--- src/pei_defines.vh ---
// Register offsets, field positions and reset values of the PHY event interrupt block
`ifndef PEI_DEFINES_VH
`define PEI_DEFINES_VH

// ===================================================================
// Register offsets (management register index)
`define PEI_REG_IRQ_CTRL_STATUS 5'h11
`define PEI_REG_AUTONEG_DIAG    5'h12

// ===================================================================
// Field positions
`define PEI_FLAG_LSB     4'h0
`define PEI_FLAG_MSB     4'h7
`define PEI_ENABLE_LSB   4'h8
`define PEI_ENABLE_MSB   4'hf
`define PEI_BIT_BABBLE   3'h7
`define PEI_BIT_RX_FAULT 3'h6
`define PEI_BIT_PAGE     3'h5
`define PEI_BIT_PDF      3'h4
`define PEI_BIT_ACK      3'h3
`define PEI_BIT_LINKFAIL 3'h2
`define PEI_BIT_FARFAULT 3'h1
`define PEI_BIT_NEGDONE  3'h0

// ===================================================================
// Reset values
`define PEI_FLAG_RESET   8'h00
`define PEI_ENABLE_RESET 8'h00
`define PEI_DIAG_RESET   16'h0000
`define PEI_WORD_ZERO    32'h0000_0000
`define PEI_HALF_ZERO    16'h0000

`endif

--- src/pei_phy_event_irq.v ---
// PHY event interrupt control/status and auto-negotiation diagnostic registers
//
// Function
// Eight event flags live in bits 7:0 of the interrupt register, each set to one by its event.
// Reading the interrupt register clears all eight flags.
// Enable bits 15:8 each gate the flag eight positions below into the PHY interrupt.
// All key events are visible at one register address by polling.
// Bit 7 records a jabber condition, gated by enable bit 15.
// Bit 6 records a receive error, gated by enable bit 14.
// Bit 5 records arrival of a new page, gated by enable bit 13.
// Bit 4 records a parallel detection fault, gated by enable bit 12.
// Bit 3 records a burst received with acknowledge, gated by enable bit 11.
// Bit 2 records only a good-to-failed link change, gated by enable bit 10.
// Bit 1 records a partner remote fault, gated by enable bit 9.
// Bit 0 records auto-negotiation completion, gated by enable bit 8.
// The whole interrupt register resets to zero.
// Bits 31:16 read as zero and ignore writes.
// A read-only diagnostic register resets to zero and shows the last negotiation result.
// An event in the cycle of a clearing read stays set; the interrupt is the OR of enabled flags.
`timescale 1ns/1ps
`default_nettype none
`include "pei_defines.vh"

module pei_phy_event_irq #(
  parameter FLAGS = 8
) (
  input  wire        clock,
  input  wire        rst_b,
  input  wire [4:0]  reg_addr,
  input  wire        reg_read,
  input  wire        reg_write,
  input  wire [31:0] reg_wdata,
  output reg  [31:0] reg_rdata_q,
  output reg         reg_rvalid_q,
  input  wire        babble_event,
  input  wire        rx_fault_event,
  input  wire        page_arrival_event,
  input  wire        parallel_detect_fault_event,
  input  wire        partner_ack_event,
  input  wire        link_good,
  input  wire        far_fault_event,
  input  wire        negotiation_done_event,
  input  wire        diag_update,
  input  wire [15:0] diag_result,
  output reg         phy_irq_q
);

  // ===================================================================
  // Decode
  function is_addr;
    input [4:0] a;
    input [4:0] b;
    begin
      is_addr = (a == b);
    end
  endfunction

  wire             sel_irq  = is_addr(reg_addr, `PEI_REG_IRQ_CTRL_STATUS);
  wire             sel_diag = is_addr(reg_addr, `PEI_REG_AUTONEG_DIAG);
  wire             clear_read = reg_read & sel_irq;
  wire             link_fail_pulse;
  wire [FLAGS-1:0] flags_q;
  wire [FLAGS-1:0] event_vec;

  reg  [FLAGS-1:0] enables_q;
  reg  [15:0]      diag_q;

  // ===================================================================
  // Event sources
  pei_link_fail_detect u_link_fail (
    .clock           (clock),
    .rst_b           (rst_b),
    .link_good       (link_good),
    .link_fail_pulse (link_fail_pulse)
  );

  assign event_vec[`PEI_BIT_BABBLE]   = babble_event;
  assign event_vec[`PEI_BIT_RX_FAULT] = rx_fault_event;
  assign event_vec[`PEI_BIT_PAGE]     = page_arrival_event;
  assign event_vec[`PEI_BIT_PDF]      = parallel_detect_fault_event;
  assign event_vec[`PEI_BIT_ACK]      = partner_ack_event;
  assign event_vec[`PEI_BIT_LINKFAIL] = link_fail_pulse;
  assign event_vec[`PEI_BIT_FARFAULT] = far_fault_event;
  assign event_vec[`PEI_BIT_NEGDONE]  = negotiation_done_event;

  pei_event_flags #(
    .WIDTH (FLAGS)
  ) u_flags (
    .clock       (clock),
    .rst_b       (rst_b),
    .event_pulse (event_vec),
    .clear_read  (clear_read),
    .flags_q     (flags_q)
  );

  // ===================================================================
  // Enables and diagnostic
  always @(posedge clock)
  begin
    if (!rst_b)
    begin
      enables_q <= `PEI_ENABLE_RESET;
      diag_q    <= `PEI_DIAG_RESET;
    end
    else
    begin
      // Upper half of the write word is dropped on purpose
      if (reg_write && sel_irq)
        enables_q <= reg_wdata[`PEI_ENABLE_MSB:`PEI_ENABLE_LSB];
      if (diag_update)
        diag_q <= diag_result;
    end
  end

  // ===================================================================
  // Read port and interrupt
  always @(posedge clock)
  begin
    if (!rst_b)
    begin
      reg_rdata_q  <= `PEI_WORD_ZERO;
      reg_rvalid_q <= 1'b0;
      phy_irq_q    <= 1'b0;
    end
    else
    begin
      reg_rvalid_q <= reg_read;
      if (reg_read)
      begin
        if (sel_irq)
          reg_rdata_q <= {`PEI_HALF_ZERO, enables_q, flags_q};
        else if (sel_diag)
          reg_rdata_q <= {`PEI_HALF_ZERO, diag_q};
        else
          reg_rdata_q <= `PEI_WORD_ZERO;
      end
      // Uses registered flags, so interrupt trails a flag by one cycle
      phy_irq_q <= |(flags_q & enables_q);
    end
  end

endmodule // pei_phy_event_irq
`default_nettype wire

--- src/pei_event_flags.v ---
// Sticky event flags with clear-on-read where a new event wins
`timescale 1ns/1ps
`default_nettype none
`include "pei_defines.vh"

module pei_event_flags #(
  parameter WIDTH = 8
) (
  input  wire             clock,
  input  wire             rst_b,
  input  wire [WIDTH-1:0] event_pulse,
  input  wire             clear_read,
  output reg  [WIDTH-1:0] flags_q
);

  reg [WIDTH-1:0] flags_d;

  // ===================================================================
  // Flag update
  always @*
  begin
    // Set beats clear so an event coincident with the read survives
    flags_d = (clear_read ? {WIDTH{1'b0}} : flags_q) | event_pulse;
  end

  always @(posedge clock)
  begin
    if (!rst_b)
      flags_q <= `PEI_FLAG_RESET;
    else
      flags_q <= flags_d;
  end

endmodule // pei_event_flags
`default_nettype wire

--- src/pei_link_fail_detect.v ---
// Detects the good-to-failed transition of link status
`timescale 1ns/1ps
`default_nettype none

module pei_link_fail_detect (
  input  wire clock,
  input  wire rst_b,
  input  wire link_good,
  output wire link_fail_pulse
);

  reg link_good_q;

  always @(posedge clock)
  begin
    if (!rst_b)
      link_good_q <= 1'b0;
    else
      link_good_q <= link_good;
  end

  // Only a falling edge counts; link coming up raises nothing
  assign link_fail_pulse = link_good_q & ~link_good;

endmodule // pei_link_fail_detect
`default_nettype wire

--- config.mk ---
export PLATFORM = sky130hd
export DESIGN_NAME = pei_phy_event_irq
export DESIGN_NICKNAME = d
export VERILOG_FILES = /design/src/pei_phy_event_irq.v /design/src/pei_event_flags.v /design/src/pei_link_fail_detect.v
export VERILOG_INCLUDE_DIRS = /design/src /design/src/src
export SDC_FILE = /design/constraint.sdc
export NUM_CORES = 1
export LEC_CHECK = 0
export BUFFER_PORTS_ARGS = -buffer_cell sky130_fd_sc_hd__buf_2
export CAP_MARGIN = 20
export CORE_ASPECT_RATIO = 1.4
export CORE_MARGIN = 1.5
export CORE_UTILIZATION = 35
export DETAILED_ROUTE_END_ITERATION = 7
export PLACE_DENSITY = 0.65
export SETUP_SLACK_MARGIN = 0.4
export SLEW_MARGIN = 20
export SYNTH_ARGS = -nofsm -noshare
export SYNTH_HDL_FRONTEND = slang
export SYNTH_SLANG_ARGS = --single-unit
--- constraint.sdc ---
create_clock -name clock -period 2.2 [get_ports clock]
set_input_delay 0.66 -clock clock [delete_from_list [all_inputs] [get_ports clock]]
set_output_delay 0.66 -clock clock [all_outputs]
set_load 0.03 [all_outputs]
== Yosys cells after proc, flatten, opt, wreduce, memory -nomap -nowiden ==
Cells that the tools add are included.
Word-level totals
  flip-flop bits (word level): 67
  latch bits: 0
  memory bits (writable): 0
  bits in read-only memories: 0
  bits of input ports: 66
  word-level logic and storage cells: 19
  memories kept: 0
Operators by class
  add/sub/neg operators: 0
  multipliers: 0
  div/mod/pow operators: 0
  magnitude comparators: 0
  equality and inequality tests: 2
  shifts and indexed selects: 0
  muxes and demuxes: 3
  bitwise operators: 5
  reduce and logical (&&, ||, !) cells: 2
Operator list (number)
  2-to-1 mux 16 bit: 2
  == test 5 bit (second input constant): 2
  AND 8 bit: 1
  2-to-1 mux 8 bit: 1
  bitwise OR 8 bit: 1
  OR reduction 8 bit: 1
  AND 1 bit: 2
  logical AND 1 bit: 1
  inverter 1 bit: 1

== Logic depth before layout (Yosys ltp) ==
Gate-level depths: netlist (run 1).
  depth after elaboration: 4
  depth in mapped cells: 5
  mapped depth without buffers: 3

== By module ==
From an unflattened synthesis (run 1), not the netlist that was laid out.
Unflattened totals
  cells, all modules: 240
  area, all modules: 2235.9 µm²
Modules (own cells, without submodules)
  pei_phy_event_irq: instances 1, cells an instance 212, area each 1924.3 µm², seq. area each 840.8 µm²
  pei_event_flags: instances 1, cells an instance 25, area each 275.3 µm², seq. area each 160.2 µm²
  pei_link_fail_detect: instances 1, cells an instance 3, area each 36.3 µm², seq. area each 20.0 µm²

== Worst setup path before layout (run 1) ==
Ideal clock, no wire load.
  kind: input to register
  from: in reg_addr[3]
  to: reg enables_q[3]
  library setup time: 132 ps
  arrival: 1381 ps
  data required time: 2068 ps
  path slack: 687 ps
  stages: 4
  cells stage by stage: or3b_1 > clkbuf_1 > o21ai_1 > a21oi_1
Between the ends
  word-level cells in the longest chain between the ends: 2
Ends and longest elaborated chain
  start, declared: RTL line pei_phy_event_irq.v:29  | input wire [4:0] reg_addr,
  == test 5 bit: RTL line pei_phy_event_irq.v:54  | is_addr = (a == b);
  logical AND 1 bit: RTL line pei_phy_event_irq.v:108  | if (reg_write && sel_irq)
  end signal, assigned: RTL line pei_phy_event_irq.v:102  | enables_q <= `PEI_ENABLE_RESET;
  end signal, assigned: RTL line pei_phy_event_irq.v:109  | enables_q <= reg_wdata[`PEI_ENABLE_MSB:`PEI_ENABLE_LSB];
  end, declared: RTL line pei_phy_event_irq.v:65  | reg [FLAGS-1:0] enables_q;
Every way passes these cells.
A chain may end at the register's enable or synchronous reset.

== Worst setup path in the final report (run 1) ==
  from: reg reg_rdata_q[12]
  to: out reg_rdata_q[12]
RTL lines
  start, declared: RTL line pei_phy_event_irq.v:33  | output reg [31:0] reg_rdata_q,
  start signal, assigned: RTL line pei_phy_event_irq.v:121  | reg_rdata_q <= `PEI_WORD_ZERO;
  start signal, assigned: RTL line pei_phy_event_irq.v:131  | reg_rdata_q <= {`PEI_HALF_ZERO, enables_q, flags_q};
  start signal, assigned: RTL line pei_phy_event_irq.v:133  | reg_rdata_q <= {`PEI_HALF_ZERO, diag_q};
No word-level cell between the ends.

==> insert_results.sql, run 1 <==
INSERT INTO impl_metrics (metric_group, metric, value, unit) VALUES
('placement', 'routabilityCongestion', '0.811', ''),
('sta', 'timing.setup.tns', '0', 'ns'),
('floorplan', 'die_area', '6870', 'µm²'),
('grt', 'grt_pass1_wl', '8420', 'µm'),
('synthesis', 'most_frequently_used_flop_master_after_synthesis', 'sky130_fd_sc_hd__dfxtp_1', ''),
('clock_tree', 'htree_levels', '2', ''),
('clock_tree', 'clock_insertion_delay_worst_skew', '0.30', 'ns'),
('worst_setup_path', 'critical_path_peak_fanout', '2', ''),
('synthesis', 'synth_commonest_cells', '51 x sky130_fd_sc_hd__dfxtp_1, 24 x sky130_fd_sc_hd__nand3_1, 19 x sky130_fd_sc_hd__buf_4', ''),
('sta', 'hold_viol_final', '0', ''),
('worst_setup_path', 'crit_buf_inv', '1', ''),
('synthesis', 'synth-edff-count', '0', ''),
('worst_setup_path', 'worst_setup_path_start_kind', 'flop', ''),
('grt', 'maximum_number_of_pins_on_one_net_before_global_route_repair', '49', ''),
('clock_tree', 'cts_post_setup_buffers_inserted', '0', ''),
('floorplan', 'rows', '34', ''),
('worst_setup_path', 'worst_ep_arrival_time', '0.87', 'ns'),
('worst_setup_path', 'cpPeakStageDelay', '0.37', 'ns'),
('pwr', 'worst_ir_drop_vdd', '0.000341', 'V'),
('clock_tree', 'worst_setup_hold_path_clk_slew', '0.09', 'ns'),
('placement', 'detailed_place.area', '2500', 'µm²'),
('synthesis', 'synth_top_area_cell', 'sky130_fd_sc_hd__dfxtp_1', ''),
('final_layout', 'layout-drive-gt1-share', '25.1', '%'),
('sta', 'finalClockSkew', '0.00609', 'ns'),
('placement', 'hpwlAfterDp', '3740', 'µm'),
('synthesis', 'postSynthCellCount', '241', ''),
('drt', 'vias', '1843', ''),
('worst_setup_path', 'timing.critical_path.from', 'reg_rdata_q[12]$_SDFFE_PN0P_', ''),
('worst_setup_path', 'path_class', 'flop to output port', ''),
('final_layout', 'num-fill-cells', '615', ''),
('floorplan', 'floorplan.initialDensity', '36.2', '%'),
('clock_tree', 'cts_tree', 'built', ''),
('synthesis', 'ys_top_cells_by_area', 'sky130_fd_sc_hd__dfxtp_1 46%, sky130_fd_sc_hd__mux2i_1 7.2%, sky130_fd_sc_hd__buf_4 6.4%', ''),
('clock_tree', 'cts.root.buffer_cell', 'sky130_fd_sc_hd__clkbuf_8', ''),
('clock_tree', 'post_cts_resize_count', '0', ''),
('synthesis', 'synth_cell_type_count', '25', ''),
('grt', 'grt.total_usage', '15.1', '%'),
('pwr', 'cellLeakagePower', '1.08', 'nW'),
('drt', 'routed_wl_per_cell', '14.1', 'µm'),
('worst_setup_path', 'critical_path_required', '1.54', 'ns'),
('sta', 'holdWs', '0.497', 'ns'),
('worst_setup_path', 'timing.critical_path.depth', '1', ''),
('worst_setup_path', 'critical_path_sink', 'reg_rdata_q[12]', ''),
('worst_setup_path', 'critPathTopFamily', 'flip-flops', ''),
('synthesis', 'netlist_area_pre_place', '2230', 'µm²'),
('worst_setup_path', 'timing.critical_path.cells', 'buf_2', ''),
('hold_path', 'timing.hold.worst.class', 'flop to flop', ''),
('drt', 'routed_via_density', '5.08', ''),
('sta', 'timing_max_transition_violations_final', '0', ''),
('final_layout', 'areaGrowthSynthToFinish', '16.4', '%'),
('worst_setup_path', 'r2r_slack', '1.42', 'ns'),
('sta', 'grt_setup_unrepaired', 'no', ''),
('synthesis', 'synth.yosys.warnings', '0', ''),
('sta', 'finalWorstPathRequiredPeriod', '1.53', 'ns'),
('final_layout', 'layout.nets', '356', ''),
('floorplan', 'top_level_ports', '100', ''),
('synthesis', 'async_flop_share', '0', '%'),
('grt', 'number_of_antenna_violations_at_the_first_check_in_global_routing', '0', ''),
('grt', 'first_global_vias', '1741', ''),
('final_layout', 'insertedDiodeCount', '0', ''),
('final_layout', 'multi_input_comb_area', '1020', 'µm²'),
('placement', 'buffer_ports.inserted', '59', ''),
('worst_setup_path', 'rr_endpoint', 'phy_irq_q$_SDFF_PN0_', ''),
('clock_tree', 'cts_num_sinks', '51', ''),
('synthesis', 'cell_with_the_most_instances_after_synthesis', 'sky130_fd_sc_hd__dfxtp_1', ''),
('run_status', 'outcome', 'finished clean', ''),
('synthesis', 'seq_area_frac_synth', '45.7', '%'),
('drt', 'detail_route.first_pass.iterations', '4', ''),
('clock_tree', 'cts-buffers-inserted', '5', ''),
('sta', 'max_freq', '652', 'MHz'),
('clock_tree', 'post_cts_hold_buffer_count', '0', '');
cells in the final DEF, fill, tap and decap left out, types with 16 or more instances in the layout:
| cell | instances |
|---|---|
| sky130_fd_sc_hd__a31oi_1 | 16 |
| sky130_fd_sc_hd__buf_2 | 59 |
| sky130_fd_sc_hd__conb_1 | 16 |
| sky130_fd_sc_hd__dfxtp_1 | 51 |
| sky130_fd_sc_hd__mux2i_1 | 16 |
| sky130_fd_sc_hd__nand2b_1 | 16 |
| sky130_fd_sc_hd__nand3_1 | 24 |
| sky130_fd_sc_hd__nand4_1 | 16 |
| sky130_fd_sc_hd__nor2_1 | 16 |
cells by family (layout without fill, tap and decap cells):
family	count (synthesis)	after routing	share of synthesized area (%)
buffers and inverters	39	74	11.5
other	1	16	0.168
muxes	16	16	7.17
AOI/OAI and AO/OA	53	53	15.2
DFF	51	51	45.7
and+or+nand+nor	81	81	20.2
worst min path at each step:
stage	from	end	slack, ns	cells after the start
global route	reg_rdata_q[13]$_SDFFE_PN0P_	reg_rdata_q[13]$_SDFFE_PN0P_	0.53	2
finish	diag_q[10]$_SDFFE_PN0P_	reg_rdata_q[10]$_SDFFE_PN0P_	0.50	2
global placement	diag_q[9]$_SDFFE_PN0P_	diag_q[9]$_SDFFE_PN0P_	0.47	2
detailed placement	diag_q[11]$_SDFFE_PN0P_	diag_q[11]$_SDFFE_PN0P_	0.48	2
floorplan	diag_q[10]$_SDFFE_PN0P_	diag_q[10]$_SDFFE_PN0P_	0.46	2
CTS	u_flags.flags_q[7]$_SDFF_PN0_	reg_rdata_q[7]$_SDFFE_PN0P_	0.50	2
where the power goes:
part	internal, mW	total (mW)	switching [mW]	leakage [nW]
logic	0.0800	0.206	0.126	0.614
registers	0.954	0.975	0.0206	0.417
clock network	0.287	0.579	0.292	0.0515
per-layer routing:
metal | wire length (µm) | track usage, % | part of all wire, % | vias up
met5 | 0 | 0 | 0 | -
met4 | 96 | 5.47 | 1.9 | 0
met3 | 252 | 3.22 | 4.9 | 7
met2 | 2520 | 25.0 | 49 | 60
met1 | 2240 | 18.9 | 44 | 856
li1 | - | - | - | 920
cell type report:
class,count,share of cell area [%]
tap,72,3.47
multi-input combinational,166,39.2
timing repair buffer,65,14.1
clock buffer,8,3.85
inverter,1,0.145
sequential,51,39.3
through the flow:
| stage | util (%) | cells | setup WS, ns |
|---|---|---|---|
| floorplan | - | 256 | 0.687 |
| global placement | 40.5 | 355 | 0.534 |
| detailed placement | 40.5 | 355 | 0.527 |
| CTS | 42.1 | 363 | 0.650 |
| global route | 42.1 | 363 | 0.628 |
| finish | 42.1 | 363 | 0.667 |
registers in the layout, summed over array words and instances, names as in the netlist:
signal                   flops
phy_irq_q                    1
reg_rvalid_q                 1
u_link_fail.link_good_q      1
enables_q                    8
diag_q                      16
reg_rdata_q                 16
u_flags.flags_q              8
Note: power is estimated with default switching activity, not from simulation.
==> run 2: changes to the inputs <==
--- a/config.mk
+++ b/config.mk
@@ -12,7 +12,7 @@
 export CORE_MARGIN = 1.5
 export CORE_UTILIZATION = 35
 export DETAILED_ROUTE_END_ITERATION = 7
-export PLACE_DENSITY = 0.65
+export PLACE_DENSITY = 0.68
 export SETUP_SLACK_MARGIN = 0.4
 export SLEW_MARGIN = 20
 export SYNTH_ARGS = -nofsm -noshare
==> constraint.sdc (replaced) <==
create_clock -name clock -period 1.4 [get_ports clock]
set_input_delay 0.42 -clock clock [delete_from_list [all_inputs] [get_ports clock]]
set_output_delay 0.42 -clock clock [all_outputs]
set_load 0.03 [all_outputs]
==> run 2 against run 1 <==
Against the previous run:
- clock skew decreased by 0.0020 ns
- flip-flop and latch count unchanged
- cell area increased by 31%
- via count increased by 13%
- total power increased by 61%
- die area unchanged
- worst setup slack got worse by 0.48 ns
- hold slack got worse by 0.19 ns
- sequential share of layout area decreased by 8.7 points
- first-iteration DRC count increased by 42%
- global-route usage increased by 4.5 points
- utilization increased by 13 points
- critical path type unchanged
==> insert_results.sql, run 2 (synthesis gave the netlist of run 1 again) <==
INSERT INTO impl_metrics (metric_group, metric, value, unit) VALUES
('run_status', 'outcome', 'finished clean', ''),
('pwr', 'power-per-cell-area', '831', 'nW/µm²'),
('worst_setup_path', 'crit_buf_inv', '1', ''),
('grt', 'grt_util_met3', '4.56', '%'),
('sta', 'hold_viol_final', '0', ''),
('pwr', 'worst_ir_drop_vdd', '0.000451', 'V'),
('clock_tree', 'cts-root-to-sink-buffers', '2', ''),
('worst_setup_path', 'critical_path_peak_fanout', '2', ''),
('grt', 'globalRouteOverflowTotal', '0', ''),
('floorplan', 'rows', '34', ''),
('final_layout', 'top_library_cells_by_usage_in_the_layout_fill_and_taps_aside', '39 x sky130_fd_sc_hd__buf_2, 33 x sky130_fd_sc_hd__dfxtp_1, 27 x sky130_fd_sc_hd__buf_6, 18 x sky130_fd_sc_hd__dfxtp_2', ''),
('grt', 'grt_pass1_wl', '10600', 'µm'),
('final_layout', 'insertedDiodeCount', '0', ''),
('drt', 'routed_via_density', '5.30', ''),
('clock_tree', 'htree_levels', '2', ''),
('sta', 'timing_max_transition_violations_final', '0', ''),
('drt', 'ant_nets', '0', ''),
('drt', 'detailedRoute.firstIterationViolations', '155', ''),
('floorplan', 'top_level_ports', '100', ''),
('clock_tree', 'post_cts_hold_buffer_count', '0', ''),
('sta', 'holdWs', '0.311', 'ns'),
('drt', 'routed_wl_per_cell', '17.1', 'µm'),
('placement', 'detailed_place.area', '2560', 'µm²'),
('placement', 'hpwlAfterDp', '3760', 'µm'),
('worst_setup_path', 'critPathTopFamily', 'flip-flops', ''),
('placement', 'buffer_ports.inserted', '59', ''),
('grt', 'number_of_antenna_violations_at_the_first_check_in_global_routing', '0', ''),
('final_layout', 'layout.nets', '386', ''),
('drt', 'vias', '2081', ''),
('final_layout', 'layout-drive-gt1-share', '48.3', '%'),
('final_layout', 'biggest_regs', 'diag_q: 16 flops, reg_rdata_q: 16 flops', ''),
('placement', 'routabilityCongestion', '0.800', ''),
('sta', 'post-route-period-util', '86.9', '%'),
('sta', 'grt_setup_unrepaired', 'yes', ''),
('worst_setup_path', 'setup.worst_path.end_class', 'output port', ''),
('worst_setup_path', 'worst_ep_arrival_time', '0.80', 'ns'),
('sta', 'max_freq', '822', 'MHz'),
('grt', 'grt.total_usage', '19.6', '%'),
('job', 'max_cap_check_violation_count', '0', ''),
('clock_tree', 'cts_tree', 'built', ''),
('drt', 'detail_route.first_pass.iterations', '4', ''),
('sta', 'finalSetupViolations', '0', ''),
('final_layout', 'areaGrowthSynthToFinish', '52.7', '%'),
('floorplan', 'floorplan.initialDensity', '36.2', '%'),
('floorplan', 'die_area', '6870', 'µm²'),
('clock_tree', 'cts.root.buffer_cell', 'sky130_fd_sc_hd__clkbuf_8', ''),
('final_layout', 'mostFrequentLayoutCell', 'sky130_fd_sc_hd__buf_2', ''),
('floorplan', 'design.core.area', '6170', 'µm²'),
('grt', 'first_global_vias', '2139', ''),
('worst_setup_path', 'timing.critical_path.cells', 'buf_6', ''),
('hold_path', 'whs_path_depth', '2', ''),
('floorplan', 'horiz_die_dim', '70.5', 'µm'),
('worst_setup_path', 'r2r_cells', '4', ''),
('floorplan', 'die_h', '97.5', 'µm'),
('grt', 'maximum_number_of_pins_on_one_net_before_global_route_repair', '28', ''),
('final_layout', 'final_design_area_no_fill', '3410', 'µm²'),
('clock_tree', 'clock_insertion_delay_worst_skew', '0.30', 'ns'),
('pwr', 'post-layout-total-power', '2.83', 'mW'),
('grt', 'global_route.peak_usage_layer', 'met2', ''),
('worst_setup_path', 'worst_setup_path_start_kind', 'flop', ''),
('worst_setup_path', 'critical_path_required', '0.98', 'ns'),
('worst_setup_path', 'timing.critical_path.depth', '1', ''),
('worst_setup_path', 'cpPeakStageDelay', '0.36', 'ns'),
('clock_tree', 'worst_setup_hold_path_clk_slew', '0.08', 'ns'),
('worst_setup_path', 'path_class', 'flop to output port', ''),
('clock_tree', 'cts_num_sinks', '51', ''),
('worst_setup_path', 'crit_slowest_cell', 'sky130_fd_sc_hd__dfxtp_2', ''),
('drt', 'routed_wirelength', '6720', 'µm'),
('sta', 'timing.setup.tns', '0', 'ns'),
('drt', 'remaining_drc_errors', '0', ''),
('hold_path', 'timing.hold.worst.class', 'input port to flop', ''),
('sta', 'finalClockSkew', '0.00409', 'ns'),
('sta', 'finalWorstPathRequiredPeriod', '1.22', 'ns'),
('clock_tree', 'cts-buffers-inserted', '5', ''),
('grt', 'global_route.usage.met2', '33.2', '%'),
('grt', 'grt_use_met1', '22.4', '%'),
('final_layout', 'final_core_utilization', '55.3', '%'),
('pwr', 'cellLeakagePower', '1.35', 'nW');
-- run 2: stage by stage --
stage	std cells	worst slack (ns)
detailed placement	357	-0.0354
floorplan	256	0.157
CTS	387	0.177
finish	393	0.183
global placement	357	-0.00333
global route	393	0.138
-- run 2: area by class of cell --
class	instances	area (µm²)
fillers	518	2760
multi-input cells	166	1190
flip-flops and latches	51	1040
repair buffers	95	995
well taps	72	90.1
clock buffers	7	76.3
clock inverters	1	5.00
inverters	1	3.75
-- run 2: repair_timing --
item / 4_1_cts / 5_1_grt
buffers inserted: 14 / 5
cloned: 8 / 1
gates resized for setup: 89 / 18
endpoints found under the setup margin: 50 / 50
pin swaps: 35 / 22
-- run 2: report_power, final --
group	switching [mW]	internal, mW	total (mW)
clock	0.457	0.351	0.808
sequential	0.0377	1.50	1.54
combinational	0.250	0.237	0.487
total	0.745	2.09	2.83
-- run 2: final timing paths --
| kind | slack [ns] | start | endpoint |
|---|---|---|---|
| hold / removal | 0.31 | parallel_detect_fault_event | u_flags.flags_q[4]$_SDFF_PN0_ |
| setup / recovery | 0.18 | reg_rdata_q[11]$_SDFFE_PN0P_ | reg_rdata_q[11] |
| hold reg to reg | 0.49 | diag_q[2]$_SDFFE_PN0P_ | reg_rdata_q[2]$_SDFFE_PN0P_ |
| setup reg to reg | 0.59 | reg_rdata_q[12]$_SDFFE_PN0P_ | reg_rdata_q[12]$_SDFFE_PN0P_ |
-- run 2: layer usage --
| layer | share of wire, % | up-vias |
|---|---|---|
| met2 | 51 | 84 |
| met4 | 3.2 | 0 |
| li1 | - | 988 |
| met3 | 5.4 | 15 |
| met1 | 40 | 994 |
| met5 | 0 | - |
